$ cat src/common/cba_defines.vh
// constants for the condition, branch and alu core
`ifndef CBA_DEFINES_VH
`define CBA_DEFINES_VH
// register byte offsets
`define CBA_OFF_CTRL 8'h00
`define CBA_OFF_TPTR 8'h04
`define CBA_OFF_LINK 8'h08
`define CBA_OFF_SIPC 8'h0C
`define CBA_OFF_CNTA 8'h10
`define CBA_OFF_CNTB 8'h14
`define CBA_OFF_A0LO 8'h18
`define CBA_OFF_A0HI 8'h1C
`define CBA_OFF_A1LO 8'h20
`define CBA_OFF_A1HI 8'h24
`define CBA_OFF_STAT 8'h28
`define CBA_OFF_WAIT 8'h2C
// ctrl register field
`define CBA_CTRL_NOISE_INHIBIT 0
// noise reset value and emulator call vector
`define CBA_NOISE_SEED 10'h3FF
`define CBA_EMU_VECTOR 16'h0000
// cycle counts
`define CBA_CYC_UNCOND 4'h2
`define CBA_CYC_EMU 4'h3
`define CBA_CYC_COND 4'h3
`define CBA_CYC_ALU_IMM 4'h2
// control operations
`define CBA_CTL_GOTO_ABS 3'h0
`define CBA_CTL_GOTO_PTR 3'h1
`define CBA_CTL_CALL_ABS 3'h2
`define CBA_CTL_CALL_PTR 3'h3
`define CBA_CTL_EMU_CALL 3'h4
`define CBA_CTL_RETURN 3'h5
`define CBA_CTL_IRETURN 3'h6
// alu operations
`define CBA_ALU_ADD 3'h0
`define CBA_ALU_SUB 3'h1
`define CBA_ALU_AND 3'h2
`define CBA_ALU_OR 3'h3
`define CBA_ALU_XOR 3'h4
`define CBA_ALU_CMP 3'h5
`define CBA_ALU_TST 3'h6
// alu second operand source
`define CBA_SRC_ACC 2'h0
`define CBA_SRC_PROD 2'h1
`define CBA_SRC_IMM_HI 2'h2
`define CBA_SRC_IMM_LO 2'h3
// branch test codes
`define CBA_TC_NONNEG 5'h00
`define CBA_TC_NEG 5'h01
`define CBA_TC_ZERO 5'h02
`define CBA_TC_NONZERO 5'h03
`define CBA_TC_POS 5'h04
`define CBA_TC_NOTPOS 5'h05
`define CBA_TC_WOVF_SET 5'h06
`define CBA_TC_WOVF_CLR 5'h07
`define CBA_TC_NOVF_SET 5'h08
`define CBA_TC_NOVF_CLR 5'h09
`define CBA_TC_CNTA_GE 5'h0A
`define CBA_TC_CNTA_LT 5'h0B
`define CBA_TC_CNTB_GE 5'h0C
`define CBA_TC_CNTB_LT 5'h0D
`define CBA_TC_NOISE_SET 5'h0E
`define CBA_TC_NOISE_CLR 5'h0F
`define CBA_TC_TRUE 5'h10
`define CBA_TC_FALSE 5'h11
`define CBA_TC_BIT_ALL 5'h12
`define CBA_TC_BIT_NONE 5'h13
`define CBA_TC_BIT_SOME 5'h14
`define CBA_TC_BIT_SOMEF 5'h15
`define CBA_TC_ODD_PAR 5'h16
`define CBA_TC_EVEN_PAR 5'h17
`define CBA_TC_MINUS1 5'h18
`define CBA_TC_NMINUS1 5'h19
`define CBA_TC_NPINT 5'h1A
`define CBA_TC_NJINT 5'h1B
`define CBA_TC_LOCK 5'h1C
`endif

$ cat src/hdl/cba_core.v
// condition evaluation, control transfer timing and 36-bit two-operand alu
// Behaviour
// - unconditional control two cycles, emulator call three
// - guarded control always three cycles, two words
// - add wait states for external pc, pointer, link
// - control ops never run from loop cache
// - interrupt return, emulator call never guarded
// - absolute target: 12-bit field within page
// - page bits from incremented program counter
// - sign tests use result bit 35
// - wide overflow flag: 36-bit unrepresentable
// - narrow overflow: bits 35..31 disagree
// - counter tests compare zero, then increment
// - noise bit from ten-stage generator, advances
// - saved pc write outside isr resets generator
// - inhibit bit blocks generator reset
// - saved pc overwritten by next pc
// - bit-io tests report four match outcomes
// - parity, minus-one tests use bit-manip flags
// - lock test needs stable pll lock
// - full 36-bit alu, product sign-extended
// - high immediate sign-extended, low zeros/ones
// - register alu one cycle, immediate two
// - compare and test only update flags
//
// Our own choices: the register addresses and the AXI4-Lite register port.
`include "cba_defines.vh"
module cba_core (
	// clock and reset
	input wire clk_sys,
	input wire sys_rst,
	// axi4-lite write address
	input wire [7:0] s_axi_awaddr,
	input wire s_axi_awvalid,
	output wire s_axi_awready,
	// axi4-lite write data
	input wire [31:0] s_axi_wdata,
	input wire [3:0] s_axi_wstrb,
	input wire s_axi_wvalid,
	output wire s_axi_wready,
	// axi4-lite write response
	output reg [1:0] s_axi_bresp,
	output reg s_axi_bvalid,
	input wire s_axi_bready,
	// axi4-lite read
	input wire [7:0] s_axi_araddr,
	input wire s_axi_arvalid,
	output wire s_axi_arready,
	output reg [31:0] s_axi_rdata,
	output reg [1:0] s_axi_rresp,
	output reg s_axi_rvalid,
	input wire s_axi_rready,
	// sequencer: control operation
	input wire ctl_valid,
	input wire [2:0] ctl_op,
	input wire ctl_guarded,
	input wire [4:0] branch_test_code,
	input wire [11:0] jump_field,
	// sequencer: alu operation
	input wire alu_valid,
	input wire [2:0] alu_op,
	input wire [1:0] alu_src,
	input wire alu_sel_s,
	input wire alu_sel_t,
	input wire alu_sel_d,
	input wire [15:0] imm_operand,
	input wire [31:0] product_in,
	// sequencer: context
	input wire [15:0] pc_incr,
	input wire from_cache,
	input wire in_isr,
	input wire pc_external,
	input wire tptr_external,
	input wire link_external,
	output wire op_ready,
	output reg op_refused,
	output reg pc_load,
	output reg [15:0] pc_target,
	output reg branch_taken,
	// flag sources
	input wire bit_all_match,
	input wire bit_none_match,
	input wire bit_some_match,
	input wire bit_some_fail,
	input wire bmf_odd_parity,
	input wire bmf_even_parity,
	input wire bmf_minus_one,
	input wire bmf_not_minus_one,
	input wire dev_pint,
	input wire dev_jint,
	input wire pll_locked_pin
);

reg ctrl_reg;
reg [15:0] table_pointer_reg;
reg [15:0] subroutine_link_reg;
reg [15:0] saved_interrupt_pc_reg;
reg [15:0] event_counter_a;
reg [15:0] event_counter_b;
reg [35:0] acc0_reg;
reg [35:0] acc1_reg;
reg [3:0] wait_reg;
reg [9:0] noise_sequence_gen;
reg sipc_pending_reg;
reg flag_neg_reg;
reg flag_zero_reg;
reg flag_wovf_reg;
reg flag_novf_reg;
reg [4:0] cnt_reg;
reg [15:0] tgt_reg;
reg tgt_take_reg;
reg lock_s1_reg;
reg lock_s2_reg;
reg aw_full_reg;
reg w_full_reg;
reg [7:0] aw_addr_reg;
reg [31:0] w_data_reg;
reg [3:0] w_strb_reg;

wire noise_reset_inhibit = ctrl_reg;

// pll lock comes from another clock domain
always @(posedge clk_sys) begin
	if (sys_rst) begin
		lock_s1_reg <= 1'b0;
		lock_s2_reg <= 1'b0;
	end else begin
		lock_s1_reg <= pll_locked_pin;
		lock_s2_reg <= lock_s1_reg;
	end
end

assign op_ready = (cnt_reg == 5'h00);
wire ctl_go = ctl_valid && op_ready;
wire alu_go = alu_valid && op_ready && !ctl_valid;

// test code evaluation
wire result_negative = flag_neg_reg;
wire result_nonnegative = !flag_neg_reg;
wire result_zero = flag_zero_reg;
wire result_nonzero = !flag_zero_reg;
wire result_positive = !flag_neg_reg && !flag_zero_reg;
wire result_not_positive = flag_neg_reg || flag_zero_reg;
wire counter_a_nonneg = !event_counter_a[15];
wire counter_a_negative = event_counter_a[15];
wire counter_b_nonneg = !event_counter_b[15];
wire counter_b_negative = event_counter_b[15];
wire noise_bit = noise_sequence_gen[0];
reg cond_true;
always @* begin
	case (branch_test_code)
	`CBA_TC_NONNEG: cond_true = result_nonnegative;
	`CBA_TC_NEG: cond_true = result_negative;
	`CBA_TC_ZERO: cond_true = result_zero;
	`CBA_TC_NONZERO: cond_true = result_nonzero;
	`CBA_TC_POS: cond_true = result_positive;
	`CBA_TC_NOTPOS: cond_true = result_not_positive;
	`CBA_TC_WOVF_SET: cond_true = flag_wovf_reg;
	`CBA_TC_WOVF_CLR: cond_true = !flag_wovf_reg;
	`CBA_TC_NOVF_SET: cond_true = flag_novf_reg;
	`CBA_TC_NOVF_CLR: cond_true = !flag_novf_reg;
	`CBA_TC_CNTA_GE: cond_true = counter_a_nonneg;
	`CBA_TC_CNTA_LT: cond_true = counter_a_negative;
	`CBA_TC_CNTB_GE: cond_true = counter_b_nonneg;
	`CBA_TC_CNTB_LT: cond_true = counter_b_negative;
	`CBA_TC_NOISE_SET: cond_true = noise_bit;
	`CBA_TC_NOISE_CLR: cond_true = !noise_bit;
	`CBA_TC_TRUE: cond_true = 1'b1;
	`CBA_TC_FALSE: cond_true = 1'b0;
	`CBA_TC_BIT_ALL: cond_true = bit_all_match;
	`CBA_TC_BIT_NONE: cond_true = bit_none_match;
	`CBA_TC_BIT_SOME: cond_true = bit_some_match;
	`CBA_TC_BIT_SOMEF: cond_true = bit_some_fail;
	`CBA_TC_ODD_PAR: cond_true = bmf_odd_parity;
	`CBA_TC_EVEN_PAR: cond_true = bmf_even_parity;
	`CBA_TC_MINUS1: cond_true = bmf_minus_one;
	`CBA_TC_NMINUS1: cond_true = bmf_not_minus_one;
	`CBA_TC_NPINT: cond_true = !dev_pint;
	`CBA_TC_NJINT: cond_true = !dev_jint;
	`CBA_TC_LOCK: cond_true = lock_s2_reg;
	default: cond_true = 1'b0;
	endcase
end

// control operation decode
wire ctl_bad_guard = ctl_guarded &&
	(ctl_op == `CBA_CTL_EMU_CALL || ctl_op == `CBA_CTL_IRETURN);
wire ctl_bad_op = (ctl_op == 3'h7);
wire ctl_reject = from_cache || ctl_bad_guard || ctl_bad_op;
wire ctl_accept = ctl_go && !ctl_reject;
wire take = !ctl_guarded || cond_true;
wire [15:0] abs_target = {pc_incr[15:12], jump_field};
reg [15:0] target;
reg target_ext;
always @* begin
	target = abs_target;
	target_ext = 1'b0;
	case (ctl_op)
	`CBA_CTL_GOTO_PTR, `CBA_CTL_CALL_PTR: begin
		target = table_pointer_reg;
		target_ext = tptr_external;
	end
	`CBA_CTL_EMU_CALL: target = `CBA_EMU_VECTOR;
	`CBA_CTL_RETURN: begin
		target = subroutine_link_reg;
		target_ext = link_external;
	end
	`CBA_CTL_IRETURN: target = saved_interrupt_pc_reg;
	default: target = abs_target;
	endcase
end
wire [3:0] base_cyc = ctl_guarded ? `CBA_CYC_COND :
	(ctl_op == `CBA_CTL_EMU_CALL) ? `CBA_CYC_EMU : `CBA_CYC_UNCOND;
wire [3:0] add_ws = (pc_external || target_ext) ? wait_reg : 4'h0;
wire [4:0] ctl_cyc = {1'b0, base_cyc} + {1'b0, add_ws};
wire tests_cnt_a = ctl_accept && ctl_guarded &&
	(branch_test_code == `CBA_TC_CNTA_GE || branch_test_code == `CBA_TC_CNTA_LT);
wire tests_cnt_b = ctl_accept && ctl_guarded &&
	(branch_test_code == `CBA_TC_CNTB_GE || branch_test_code == `CBA_TC_CNTB_LT);
wire tests_noise = ctl_accept && ctl_guarded &&
	(branch_test_code == `CBA_TC_NOISE_SET || branch_test_code == `CBA_TC_NOISE_CLR);

// alu datapath
wire alu_imm = alu_src[1];
wire alu_reject = alu_imm && from_cache;
wire alu_accept = alu_go && !alu_reject;
wire [35:0] opa_full = alu_sel_s ? acc1_reg : acc0_reg;
reg [35:0] opb;
always @* begin
	case (alu_src)
	`CBA_SRC_ACC: opb = alu_sel_t ? acc1_reg : acc0_reg;
	`CBA_SRC_PROD: opb = {{4{product_in[31]}}, product_in};
	`CBA_SRC_IMM_HI: opb = (alu_op == `CBA_ALU_AND || alu_op == `CBA_ALU_TST) ?
		{{4{imm_operand[15]}}, imm_operand, 16'hFFFF} :
		{{4{imm_operand[15]}}, imm_operand, 16'h0000};
	`CBA_SRC_IMM_LO: opb = (alu_op == `CBA_ALU_AND || alu_op == `CBA_ALU_TST) ?
		{20'hF_FFFF, imm_operand} : {20'h0_0000, imm_operand};
	default: opb = 36'h0_0000_0000;
	endcase
end
wire [36:0] ext_a = {opa_full[35], opa_full};
wire [36:0] ext_b = {opb[35], opb};
reg [36:0] wide;
always @* begin
	case (alu_op)
	`CBA_ALU_ADD: wide = ext_a + ext_b;
	`CBA_ALU_SUB, `CBA_ALU_CMP: wide = ext_a - ext_b;
	`CBA_ALU_AND, `CBA_ALU_TST: wide = ext_a & ext_b;
	`CBA_ALU_OR: wide = ext_a | ext_b;
	`CBA_ALU_XOR: wide = ext_a ^ ext_b;
	default: wide = 37'h0_0000_0000;
	endcase
end
wire [35:0] alu_res = wide[35:0];
wire alu_wovf = wide[36] ^ wide[35];
wire alu_novf = !(&alu_res[35:31]) && (|alu_res[35:31]);
wire alu_writes = alu_op != `CBA_ALU_CMP && alu_op != `CBA_ALU_TST;

// axi4-lite write side
assign s_axi_awready = !aw_full_reg && !s_axi_bvalid;
assign s_axi_wready = !w_full_reg && !s_axi_bvalid;
wire wr_fire = aw_full_reg && w_full_reg && !s_axi_bvalid;
wire [31:0] wmask = {{8{w_strb_reg[3]}}, {8{w_strb_reg[2]}},
	{8{w_strb_reg[1]}}, {8{w_strb_reg[0]}}};
wire [31:0] wd = w_data_reg & wmask;
reg wr_hit;
always @* begin
	case (aw_addr_reg)
	`CBA_OFF_CTRL, `CBA_OFF_TPTR, `CBA_OFF_LINK, `CBA_OFF_SIPC, `CBA_OFF_CNTA,
	`CBA_OFF_CNTB, `CBA_OFF_A0LO, `CBA_OFF_A0HI, `CBA_OFF_A1LO, `CBA_OFF_A1HI,
	`CBA_OFF_WAIT: wr_hit = 1'b1;
	default: wr_hit = 1'b0;
	endcase
end
wire wr_sel_sipc = wr_fire && aw_addr_reg == `CBA_OFF_SIPC && w_strb_reg[1:0] != 2'b00;
wire noise_clear = wr_sel_sipc && !in_isr && !noise_reset_inhibit;
// byte lane merge for a 16-bit register
function [15:0] merge16;
	input [15:0] old;
	input [31:0] d;
	input [3:0] s;
	begin
		merge16 = {s[1] ? d[15:8] : old[15:8], s[0] ? d[7:0] : old[7:0]};
	end
endfunction

always @(posedge clk_sys) begin
	if (sys_rst) begin
		aw_full_reg <= 1'b0;
		w_full_reg <= 1'b0;
		aw_addr_reg <= 8'h00;
		w_data_reg <= 32'h0000_0000;
		w_strb_reg <= 4'h0;
		s_axi_bvalid <= 1'b0;
		s_axi_bresp <= 2'b00;
	end else begin
		if (s_axi_awvalid && s_axi_awready) begin
			aw_full_reg <= 1'b1;
			aw_addr_reg <= s_axi_awaddr;
		end
		if (s_axi_wvalid && s_axi_wready) begin
			w_full_reg <= 1'b1;
			w_data_reg <= s_axi_wdata;
			w_strb_reg <= s_axi_wstrb;
		end
		if (wr_fire) begin
			aw_full_reg <= 1'b0;
			w_full_reg <= 1'b0;
			s_axi_bvalid <= 1'b1;
			s_axi_bresp <= wr_hit ? 2'b00 : 2'b10;
		end else if (s_axi_bready) begin
			s_axi_bvalid <= 1'b0;
		end
	end
end

// architectural state; sequencer updates win over software writes
always @(posedge clk_sys) begin
	if (sys_rst) begin
		ctrl_reg <= 1'b0;
		table_pointer_reg <= 16'h0000;
		subroutine_link_reg <= 16'h0000;
		saved_interrupt_pc_reg <= 16'h0000;
		event_counter_a <= 16'h0000;
		event_counter_b <= 16'h0000;
		acc0_reg <= 36'h0_0000_0000;
		acc1_reg <= 36'h0_0000_0000;
		wait_reg <= 4'h0;
		noise_sequence_gen <= `CBA_NOISE_SEED;
		sipc_pending_reg <= 1'b0;
		flag_neg_reg <= 1'b0;
		flag_zero_reg <= 1'b1;
		flag_wovf_reg <= 1'b0;
		flag_novf_reg <= 1'b0;
	end else begin
		if (wr_fire) begin
			case (aw_addr_reg)
			`CBA_OFF_CTRL: if (w_strb_reg[0])
				ctrl_reg <= w_data_reg[`CBA_CTRL_NOISE_INHIBIT];
			`CBA_OFF_TPTR: table_pointer_reg <= merge16(table_pointer_reg, wd, w_strb_reg);
			`CBA_OFF_LINK: subroutine_link_reg <= merge16(subroutine_link_reg, wd, w_strb_reg);
			`CBA_OFF_SIPC: saved_interrupt_pc_reg <=
				merge16(saved_interrupt_pc_reg, wd, w_strb_reg);
			`CBA_OFF_CNTA: event_counter_a <= merge16(event_counter_a, wd, w_strb_reg);
			`CBA_OFF_CNTB: event_counter_b <= merge16(event_counter_b, wd, w_strb_reg);
			`CBA_OFF_A0LO: acc0_reg[31:0] <= (acc0_reg[31:0] & ~wmask) | wd;
			`CBA_OFF_A0HI: if (w_strb_reg[0]) acc0_reg[35:32] <= w_data_reg[3:0];
			`CBA_OFF_A1LO: acc1_reg[31:0] <= (acc1_reg[31:0] & ~wmask) | wd;
			`CBA_OFF_A1HI: if (w_strb_reg[0]) acc1_reg[35:32] <= w_data_reg[3:0];
			`CBA_OFF_WAIT: if (w_strb_reg[0]) wait_reg <= w_data_reg[3:0];
			default: ctrl_reg <= ctrl_reg;
			endcase
		end
		// outside an isr the saved pc is replaced by the next pc
		if (wr_sel_sipc && !in_isr)
			sipc_pending_reg <= 1'b1;
		else if (sipc_pending_reg && (ctl_go || alu_go)) begin
			sipc_pending_reg <= 1'b0;
			saved_interrupt_pc_reg <= pc_incr;
		end
		if (noise_clear)
			noise_sequence_gen <= `CBA_NOISE_SEED;
		else if (tests_noise)
			noise_sequence_gen <= {noise_sequence_gen[0] ^ noise_sequence_gen[3],
				noise_sequence_gen[9:1]};
		if (tests_cnt_a)
			event_counter_a <= event_counter_a + 16'h0001;
		if (tests_cnt_b)
			event_counter_b <= event_counter_b + 16'h0001;
		if (ctl_accept && take) begin
			if (ctl_op == `CBA_CTL_CALL_ABS || ctl_op == `CBA_CTL_CALL_PTR)
				subroutine_link_reg <= pc_incr;
			if (ctl_op == `CBA_CTL_EMU_CALL)
				saved_interrupt_pc_reg <= pc_incr;
		end
		if (alu_accept) begin
			flag_neg_reg <= alu_res[35];
			flag_zero_reg <= (alu_res == 36'h0_0000_0000);
			flag_wovf_reg <= alu_wovf;
			flag_novf_reg <= alu_novf;
			if (alu_writes && !alu_sel_d)
				acc0_reg <= alu_res;
			if (alu_writes && alu_sel_d)
				acc1_reg <= alu_res;
		end
	end
end

// operation timing and program counter load
always @(posedge clk_sys) begin
	if (sys_rst) begin
		cnt_reg <= 5'h00;
		tgt_reg <= 16'h0000;
		tgt_take_reg <= 1'b0;
		pc_load <= 1'b0;
		pc_target <= 16'h0000;
		branch_taken <= 1'b0;
		op_refused <= 1'b0;
	end else begin
		pc_load <= 1'b0;
		branch_taken <= 1'b0;
		op_refused <= (ctl_go && ctl_reject) || (alu_go && alu_reject);
		if (ctl_accept) begin
			cnt_reg <= ctl_cyc - 5'h01;
			tgt_reg <= target;
			tgt_take_reg <= take;
		end else if (alu_accept && alu_imm) begin
			cnt_reg <= {1'b0, `CBA_CYC_ALU_IMM} - 5'h01;
			tgt_take_reg <= 1'b0;
		end else if (cnt_reg != 5'h00) begin
			cnt_reg <= cnt_reg - 5'h01;
			if (cnt_reg == 5'h01 && tgt_take_reg) begin
				pc_load <= 1'b1;
				pc_target <= tgt_reg;
				branch_taken <= 1'b1;
				tgt_take_reg <= 1'b0;
			end
		end
	end
end

// axi4-lite read side
assign s_axi_arready = !s_axi_rvalid;
always @(posedge clk_sys) begin
	if (sys_rst) begin
		s_axi_rvalid <= 1'b0;
		s_axi_rdata <= 32'h0000_0000;
		s_axi_rresp <= 2'b00;
	end else if (s_axi_arvalid && s_axi_arready) begin
		s_axi_rvalid <= 1'b1;
		s_axi_rresp <= 2'b00;
		case (s_axi_araddr)
		`CBA_OFF_CTRL: s_axi_rdata <= {31'h0000_0000, ctrl_reg};
		`CBA_OFF_TPTR: s_axi_rdata <= {16'h0000, table_pointer_reg};
		`CBA_OFF_LINK: s_axi_rdata <= {16'h0000, subroutine_link_reg};
		`CBA_OFF_SIPC: s_axi_rdata <= {16'h0000, saved_interrupt_pc_reg};
		`CBA_OFF_CNTA: s_axi_rdata <= {16'h0000, event_counter_a};
		`CBA_OFF_CNTB: s_axi_rdata <= {16'h0000, event_counter_b};
		`CBA_OFF_A0LO: s_axi_rdata <= acc0_reg[31:0];
		`CBA_OFF_A0HI: s_axi_rdata <= {28'h000_0000, acc0_reg[35:32]};
		`CBA_OFF_A1LO: s_axi_rdata <= acc1_reg[31:0];
		`CBA_OFF_A1HI: s_axi_rdata <= {28'h000_0000, acc1_reg[35:32]};
		`CBA_OFF_STAT: s_axi_rdata <= {10'h000, noise_sequence_gen, sipc_pending_reg,
			lock_s2_reg, !op_ready, flag_novf_reg, flag_wovf_reg, flag_zero_reg,
			flag_neg_reg, cnt_reg[3:0], 1'b0};
		`CBA_OFF_WAIT: s_axi_rdata <= {28'h000_0000, wait_reg};
		default: begin
			s_axi_rdata <= 32'h0000_0000;
			s_axi_rresp <= 2'b10;
		end
		endcase
	end else if (s_axi_rready) begin
		s_axi_rvalid <= 1'b0;
	end
end

endmodule
$ cat config.mk
export PLATFORM = sky130hd
export DESIGN_NAME = cba_core
export DESIGN_NICKNAME = d
export VERILOG_FILES = /design/src/hdl/cba_core.v
export VERILOG_INCLUDE_DIRS = /design/src /design/src/common
export SDC_FILE = /design/constraint.sdc
export NUM_CORES = 1
export LEC_CHECK = 0
export BUFFER_PORTS_ARGS = -buffer_cell sky130_fd_sc_hd__buf_4
export CORE_AREA = 2 2 220 222
export CTS_CLUSTER_DIAMETER = 60
export CTS_CLUSTER_SIZE = 40
export DETAILED_ROUTE_END_ITERATION = 6
export DIE_AREA = 0 0 222 224
export GPL_ROUTABILITY_DRIVEN = 0
export SYNTH_ARGS = -nofsm -noshare
export SYNTH_HDL_FRONTEND = slang
export SYNTH_SLANG_ARGS = --single-unit
$ cat constraint.sdc
create_clock -name clk_sys -period 7.35 [get_ports clk_sys]
set_input_delay 0.3675 -clock clk_sys [delete_from_list [all_inputs] [get_ports clk_sys]]
set_output_delay 0.3675 -clock clk_sys [all_outputs]
set_load 0.05 [all_outputs]
# == Yosys cells after proc, flatten, opt, wreduce, memory -nomap -nowiden ==
# Index checks and enable logic that the tools add are counted.
# word_totals
inputBits,170
wordCells,298
register_bits,298
out_inout_bits,61
# op_classes
n_reduce_logical,110
mux,64
n_eq_ne,67
addsub,7
n_bitwise,14
# ops
operator,count
one-hot mux 32 bit (12 select lines),1
two-way mux 36 bit,9
two-way mux 16 bit,17
one-hot mux 37 bit (5 select lines),1
one-hot mux 36 bit (4 select lines),1
AND 32 bit,3
equality test 8 x 5 -> 1 bit (second input constant),8
two-way mux 32 bit,2
OR 32 bit,2
one-hot mux 16 bit (4 select lines),1
equality test 5 bit (second input constant),12
equality test 8 x 6 -> 1 bit (second input constant),7
two-way mux 8 bit,6
equality test 5 x 4 -> 1 bit (second input constant),8
adder 36 x 36 -> 37 bit,1
AND 37 bit,1
OR 37 bit,1
subtractor 36 x 36 -> 37 bit,1
bitwise XOR 37 bit,1
zero test 36 bit,1
logical AND 1 bit,33
adder 16 x 1 -> 16 bit (second input constant),2
equality test 8 x 4 -> 1 bit (second input constant),4
NOT 32 bit,1
other kinds (38),138

# == Logic depth before layout (Yosys ltp) ==
# Gate-level depths: netlist of the first run.
# logic_depth
ltp_word,11
depth_mapped,26
depth_no_buf,22

# == Least setup slack after synthesis of the first run ==
# Ideal clock, no wire load.
# synth_path
kind,input-to-reg
from,in alu_sel_t
to,reg flag_zero_reg
setup_ns,0.084
slack_ns,0.996
path_buffers,3
required_time_ns,7.266
path_stages,25
arrival_time_ns,6.270
cell_sequence,buf_2 > buf_1 > buf_2 > mux2i_1 > nand2_1 > o211ai_1 > o2111ai_1 > nor2_1 > nand2_1 > or3_1 > nor4_2 > a31oi_1 > xnor2_1 > ha_1 > or3_1 > or3_1 > o211ai_2 > a21boi_1 > o31a_1 > a211o_1 > xor2_1 > a21o_1 > or4_1 > or3_1 > o31ai_2
# synth_between
elab_chain_cells,5
word_cells_on_any_way,9
# synth_lines
item,line_no,text
start: declaration,cba_core.v:64,"input wire alu_sel_t,"
two-way mux 36 bit *,cba_core.v:231,`CBA_SRC_ACC: opb = alu_sel_t ? acc1_reg : acc0_reg;
one-hot mux 36 bit (4 select lines) *,cba_core.v:230,case (alu_src)
"subtractor 36 x 36 -> 37 bit, or another cell as far along",cba_core.v:247,"`CBA_ALU_SUB, `CBA_ALU_CMP: wide = ext_a - ext_b;"
one-hot mux 37 bit (5 select lines) *,cba_core.v:245,case (alu_op)
zero test 36 bit *,cba_core.v:378,flag_zero_reg <= (alu_res == 36'h0_0000_0000);
end signal: assignment,cba_core.v:378,
end: declaration,cba_core.v:106,reg flag_zero_reg;
# Every way passes the cells marked *; elsewhere a longest branch is shown, timed or not.
# A chain may end at the register's enable or synchronous reset.

# == Worst setup path in the final report of the first run ==
# layout_path
from,reg acc1_reg[4]
to,reg flag_zero_reg
# layout_between
elab_chain_cells,5
word_cells_on_any_way,10
# layout_lines
item,line_no,text
start: declaration,cba_core.v:101,reg [35:0] acc1_reg;
start signal: assignment,cba_core.v:348,`CBA_OFF_A1LO: acc1_reg[31:0] <= (acc1_reg[31:0] & ~wmask) | wd;
start signal: assignment,cba_core.v:384,acc1_reg <= alu_res;
two-way mux 36 bit,cba_core.v:231,
one-hot mux 36 bit (4 select lines),cba_core.v:230,
"subtractor 36 x 36 -> 37 bit, or another cell as far along",cba_core.v:247,
one-hot mux 37 bit (5 select lines) *,cba_core.v:245,
zero test 36 bit *,cba_core.v:378,
# Marks and branches as above.

==> flow_summary.ini, run 1 <==
[outcome]
status = complete, no violations

[floorplan]
io_pins = 231
fp.dieArea_mm2 = 0.0497
core-area_mm2 = 0.0473
rows = 80
die_w_um = 222
die_h_um = 224
start_util_pct = 44.6

[logic_synthesis]
ys_ff_latch = 296
synthCells = 2660
netlist_area_mm2 = 0.0211
yosysSeqAreaShare_pct = 28.1
ys_warn_count = 0
synthArstFlopShare_pct = 0
synth_cell_types = 80
synthFlopType = dfxtp_1
synth-edff-count = 0
avgSynthCellArea_um2 = 7.93

[cts]
clockRootBuffer = clkbuf_16
path_clk_slew_ps = 90
h-tree-depth = 1
ctsResizeCount = 0
cts_sinks = 296
clk_latency_ps = 570
post-cts-setup-buffers = 0
cts_tree = built
cts_max_path_buffers = 3
cts_buffers = 23
cts.hold.buffers_added = 1

[timing]
slew_headroom_pct = 13.4
finalSetupViolations = 0
finClkSkew_ps = 28.2
hold_viol = 0
period_share_pct = 92.1
finalMaxSlewViolations = 0
tns_ps = 0
timing.fmax_ghz = 0.148
fin_crit_ps = 6770
worst_pin_slew_ps = 1300
whs_ps = 39.6
rsz0062_at_grt = false

[hold_path]
hold_class = input port to register
hold_depth = 2

[setup_path]
path_cells = mux2_2, mux4_2, or3_1, nor2_1, nand2_1, or3_1, nor4_2, a31oi_1, xnor2_1, ha_1, or3_1, or3_1, o211ai_2, a21boi_1, o31a_1, a211o_1, o221ai_1, o211ai_1, or4_1, or3_1, o31ai_2
max_stage_delay_ps = 570
reg2reg_depth = 21
critPathLaunch = acc1_reg[4]
crit_top_cell = or3_1
worst-setup-path-type = register to register
cp-start-kind = register
regToRegEndpoint = flag_zero_reg
crit_path_max_fanout = 5
cp_data_arrival_time_ps = 7240
rr_startpoint = acc1_reg[4]
crit_end = flag_zero_reg
worst_ep_required_time_ps = 7820
timing.critical_path.slowest_stage_cell = or4_1
worstSetupEndpointType = register
r2r_setup_slack_ps = 580

[routing]
ant_nets = 0
via_per_inst = 6.40
dr_total_vias = 21700
routedWlPerCell_um = 24.8
drt_wl_total_mm = 84.1
drt_iter0_drc = 2674
drc = 0
dr.pass1.iters = 7

[global_routing]
antenna_found_initial = 1
grt_pass1_vias = 20400
grt_pass1_wl_mm = 125
grt_overflow = 0
track_usage_pct = 32.4
grt_start_max_net_pins = 219

[power]
ir_drop_v = 0.000137
powerDensity_mw_per_mm2 = 185
p_leak_nw = 10.3

[place]
io_buffers = 228
dp_hpwl_mm = 63.1

[finish]
area_growth_pct = 13.8
layout_common_cells = nor2_1 (327), dfxtp_1 (296), buf_4 (265), nand2_1 (220), a21oi_1 (206)
drive_gt1_share_pct = 15.5
final_nets = 3045
final_common_cell = nor2_1

[run]
cap_violations = 0
critical path: cells and delay by family (launching register included):
kind	cells	cell delay [ps]
AND/OR/NAND/NOR	9	3490
XOR/XNOR	1	170
adder cells (fa/ha/maj)	1	240
flip-flops	1	360
AO/OA/AOI/OAI	8	1620
multiplexers	2	780
cell usage after synthesis (6+ instances only):
cell	count	share of area, %
mux2_2	72	3.8
nor4_1	7	0.21
nand3_1	52	1.2
a21oi_1	206	4.9
a221oi_1	16	0.66
nand2b_1	16	0.47
nand4_1	20	0.59
xnor2_1	47	2.0
nor3b_1	6	0.21
and4_1	7	0.29
o22a_1	16	0.66
clkbuf_1	164	2.9
nor3_1	34	0.81
a211oi_1	153	5.4
and3_1	38	1.1
and2_1	14	0.42
a22oi_1	105	3.7
xor2_1	9	0.37
nor2_1	332	5.9
a41oi_1	9	0.37
or3_1	18	0.53
nand2_1	220	3.9
o31ai_1	8	0.28
a22o_1	11	0.46
o211ai_1	23	0.82
buf_1	19	0.34
mux4_2	15	1.6
ha_1	114	6.8
dfxtp_1	296	28
buf_2	8	0.19
a31oi_1	25	0.74
a222oi_1	10	0.47
o22ai_1	17	0.50
nor2b_1	39	1.2
a31o_2	6	0.25
o21ai_0	82	1.9
inv_1	111	2.0
or2_2	10	0.30
mux2i_1	177	8.4
a21o_1	29	1.0
o221ai_1	6	0.25
nand3b_1	7	0.25
cells by family (layout without fill, tap and decap cells):
logic type               count (synthesis)  count (layout)  synth area share, %
adder cells (fa/ha/maj)                115             115                 6.86
XOR/XNOR                                56              56                 2.33
AO/OA/AOI/OAI                          784             784                 25.2
multiplexers                           264             264                 13.8
buffers and inverters                  308             423                 5.58
flip-flops                             296             296                 28.1
other                                    1               3               0.0178
AND/OR/NAND/NOR                        836             836                 18.1
worst min-delay path by stage:
stage,endpoint,start,slack [ps]
after floorplan,lock_s2_reg,lock_s1_reg,410
after global placement,lock_s2_reg,lock_s1_reg,440
after detailed placement,aw_addr_reg[7],aw_addr_reg[7],450
after global routing,lock_s1_reg,pll_locked_pin,30
final,lock_s1_reg,pll_locked_pin,40
after CTS,lock_s1_reg,pll_locked_pin,30
routing by layer:
metal,part of all wire (%),global-route usage (%)
met5,0,0
met3,8.6,4.17
met1,41,42.8
met4,4.7,14.5
met2,46,53.0
per-stage QoR:
stage / power [mW] / setup WS, ps / std cells / util [%] / instance area [µm²]
after floorplan: 2.62 / 996 / 2661 / - / 21100
after global placement: 3.03 / 383 / 3349 / 49.0 / 23200
after detailed placement: 3.06 / 329 / 3349 / 49.0 / 23200
after CTS: 4.41 / 658 / 3391 / 50.7 / 24000
after global routing: 4.61 / 284 / 3392 / 50.7 / 24000
final: 4.43 / 582 / 3392 / 50.7 / 24000
where the power goes:
group          total (mW)  leakage (nW)  internal, mW  switching [mW]
clock network        1.37         0.386         0.662           0.712
logic                1.26          7.50         0.471           0.787
registers            1.80          2.40          1.68           0.126
total                4.43          10.3          2.81            1.63
layout make-up:
| type | count | area (µm²) |
|---|---|---|
| inverters | 114 | 428 |
| diodes | 1 | 2.50 |
| well taps | 615 | 769 |
| clock buffers | 26 | 597 |
| repair buffers | 268 | 2030 |
| flip-flops and latches | 296 | 5930 |
| clock inverters | 15 | 203 |
| multi-input cells | 2057 | 14000 |
| fillers | 4683 | 23300 |
Note: power is estimated with default switching activity, not from simulation.
==> inputs of run 2 (changes only) <==
- CORE_AREA: 2 2 220 222 -> 2 2 191 193
- DIE_AREA: 0 0 222 224 -> 0 0 193 195
- PLACE_DENSITY: not set -> 0.81
==> flow_summary.ini, run 2 (synthesis results as in run 1) <==
[outcome]
status = complete, no violations

[cts]
post-cts-setup-buffers = 0
cts_sinks = 296
cts_max_path_buffers = 3
clockRootBuffer = clkbuf_16
clk_latency_ps = 590
cts_tree = built
path_clk_slew_ps = 90
cts_buffers = 25
h-tree-depth = 1
ctsResizeCount = 0

[global_routing]
grt_pass1_vias = 20800
grt_overflow = 0
grt_pass1_wl_mm = 119
antenna_found_initial = 3
track_usage_pct = 40.4
grt_start_max_net_pins = 103

[timing]
finalSetupViolations = 0
period_share_pct = 92.8
finalMaxSlewViolations = 0
slew_headroom_pct = 7.43
hold_viol = 0
whs_ps = 14.0
timing.fmax_ghz = 0.147
worst_pin_slew_ps = 1380
tns_ps = 0
rsz0062_at_grt = false
finClkSkew_ps = 43.2
fin_crit_ps = 6820

[place]
dp_hpwl_mm = 58.0
placed_area_mm2 = 0.0229
io_buffers = 228

[routing]
drt_iter0_drc = 3525
drc = 0
dr_total_vias = 22300
drt_wl_total_mm = 78.4
ant_nets = 0
via_per_inst = 6.88
routedWlPerCell_um = 24.2
dr.pass1.iters = 7

[floorplan]
rows = 69
start_util_pct = 59.6
io_pins = 231
die_h_um = 195
core-area_mm2 = 0.0354
fp.dieArea_mm2 = 0.0376
die_w_um = 193

[setup_path]
timing.critical_path.slowest_stage_cell = or4_1
cp_data_arrival_time_ps = 7300
crit_top_cell = or3_1
path_cells = mux2_2, mux4_2, or3_1, nor2_1, nand2_1, or3_1, nor4_2, a31oi_1, xnor2_1, ha_1, or3_1, or3_1, o211ai_2, a21boi_1, o31a_1, a211o_1, o221ai_1, o211ai_1, or4_1, or3_1, o31ai_2
cp-start-kind = register
worstSetupEndpointType = register
max_stage_delay_ps = 550
crit_path_max_fanout = 5
worst-setup-path-type = register to register
worst_ep_required_time_ps = 7830

[finish]
multiInputGateArea_mm2 = 0.0140
layout_common_cells = nor2_1 (329), dfxtp_1 (296), buf_4 (262), nand2_1 (220), a21oi_1 (206)
drive_gt1_share_pct = 15.3
final_common_cell = nor2_1
area_growth_pct = 13.1
fill_cells = 2928
final_cell_area_mm2 = 0.0239
seq_area_mm2 = 0.00593
final_nets = 3043

[hold_path]
hold_class = input port to register

[power]
ir_drop_v = 0.000183
powerDensity_mw_per_mm2 = 189
p_leak_nw = 10.3
total_power_mw = 4.51

[run]
cap_violations = 0
-- run 2: changes by cell type in the layout (fill, tap and decap cells not counted), sizes merged --
cell	change
clkbuf	+2
buf	-4
inv	+4
bufinv	-1
diode	+1
-- run 2: path summary, 6_finish.rpt --
check             cells after the start  slack, ps        start                      to
hold reg to reg                       1        450  lock_s1_reg             lock_s2_reg
hold / removal                        3         10   pc_incr[9]  subroutine_link_reg[9]
setup / recovery                     21        530  acc1_reg[4]           flag_zero_reg
setup reg to reg                     21        530  acc1_reg[4]           flag_zero_reg
-- run 2: final cells by class --
type | count | share of cell area [%]
diodes | 2 | 0.0210
multi-input cells | 2057 | 58.8
flip-flops and latches | 296 | 24.8
repair buffers | 264 | 8.34
clock buffers | 28 | 2.75
well taps | 461 | 2.42
inverters | 114 | 1.79
clock inverters | 18 | 1.06
-- run 2: where the power goes --
| part | leakage, nW | switching (mW) | internal, mW | total (mW) |
|---|---|---|---|---|
| Clock | 0.437 | 0.746 | 0.707 | 1.45 |
| Sequential | 2.40 | 0.131 | 1.68 | 1.81 |
| Combinational | 7.47 | 0.781 | 0.468 | 1.25 |
-- run 2: metal layers --
layer / wire [µm] / track usage (%)
met1: 29800 / 54.6
met2: 32400 / 58.0
met3: 11400 / 12.0
met4: 4880 / 21.0
met5: 16 / 0
-- run 2: repair_timing --
item | 4_1_cts | 5_1_grt
hold endpoints to repair | 1 | 0
hold buffers | 1 | 0
setup endpoints to repair | 0 | 0
-- run 2: critical path: cells and delay by family, from the launching register on --
kind	cells	cell delay, ps
flip-flops	1	350
AO/OA/AOI/OAI	8	1640
XOR/XNOR	1	190
adder cells (fa/ha/maj)	1	250
AND/OR/NAND/NOR	9	3430
multiplexers	2	830
-- run 2: through the flow --
| step | setup slack [ps] | utilization (%) | instances |
|---|---|---|---|
| final | 530 | 67.4 | 3240 |
| after detailed placement | 440 | 64.8 | 3191 |
| after global routing | 261 | 67.4 | 3239 |
| after CTS | 638 | 67.4 | 3238 |
| after floorplan | 996 | - | 2661 |
| after global placement | 555 | 64.8 | 3191 |
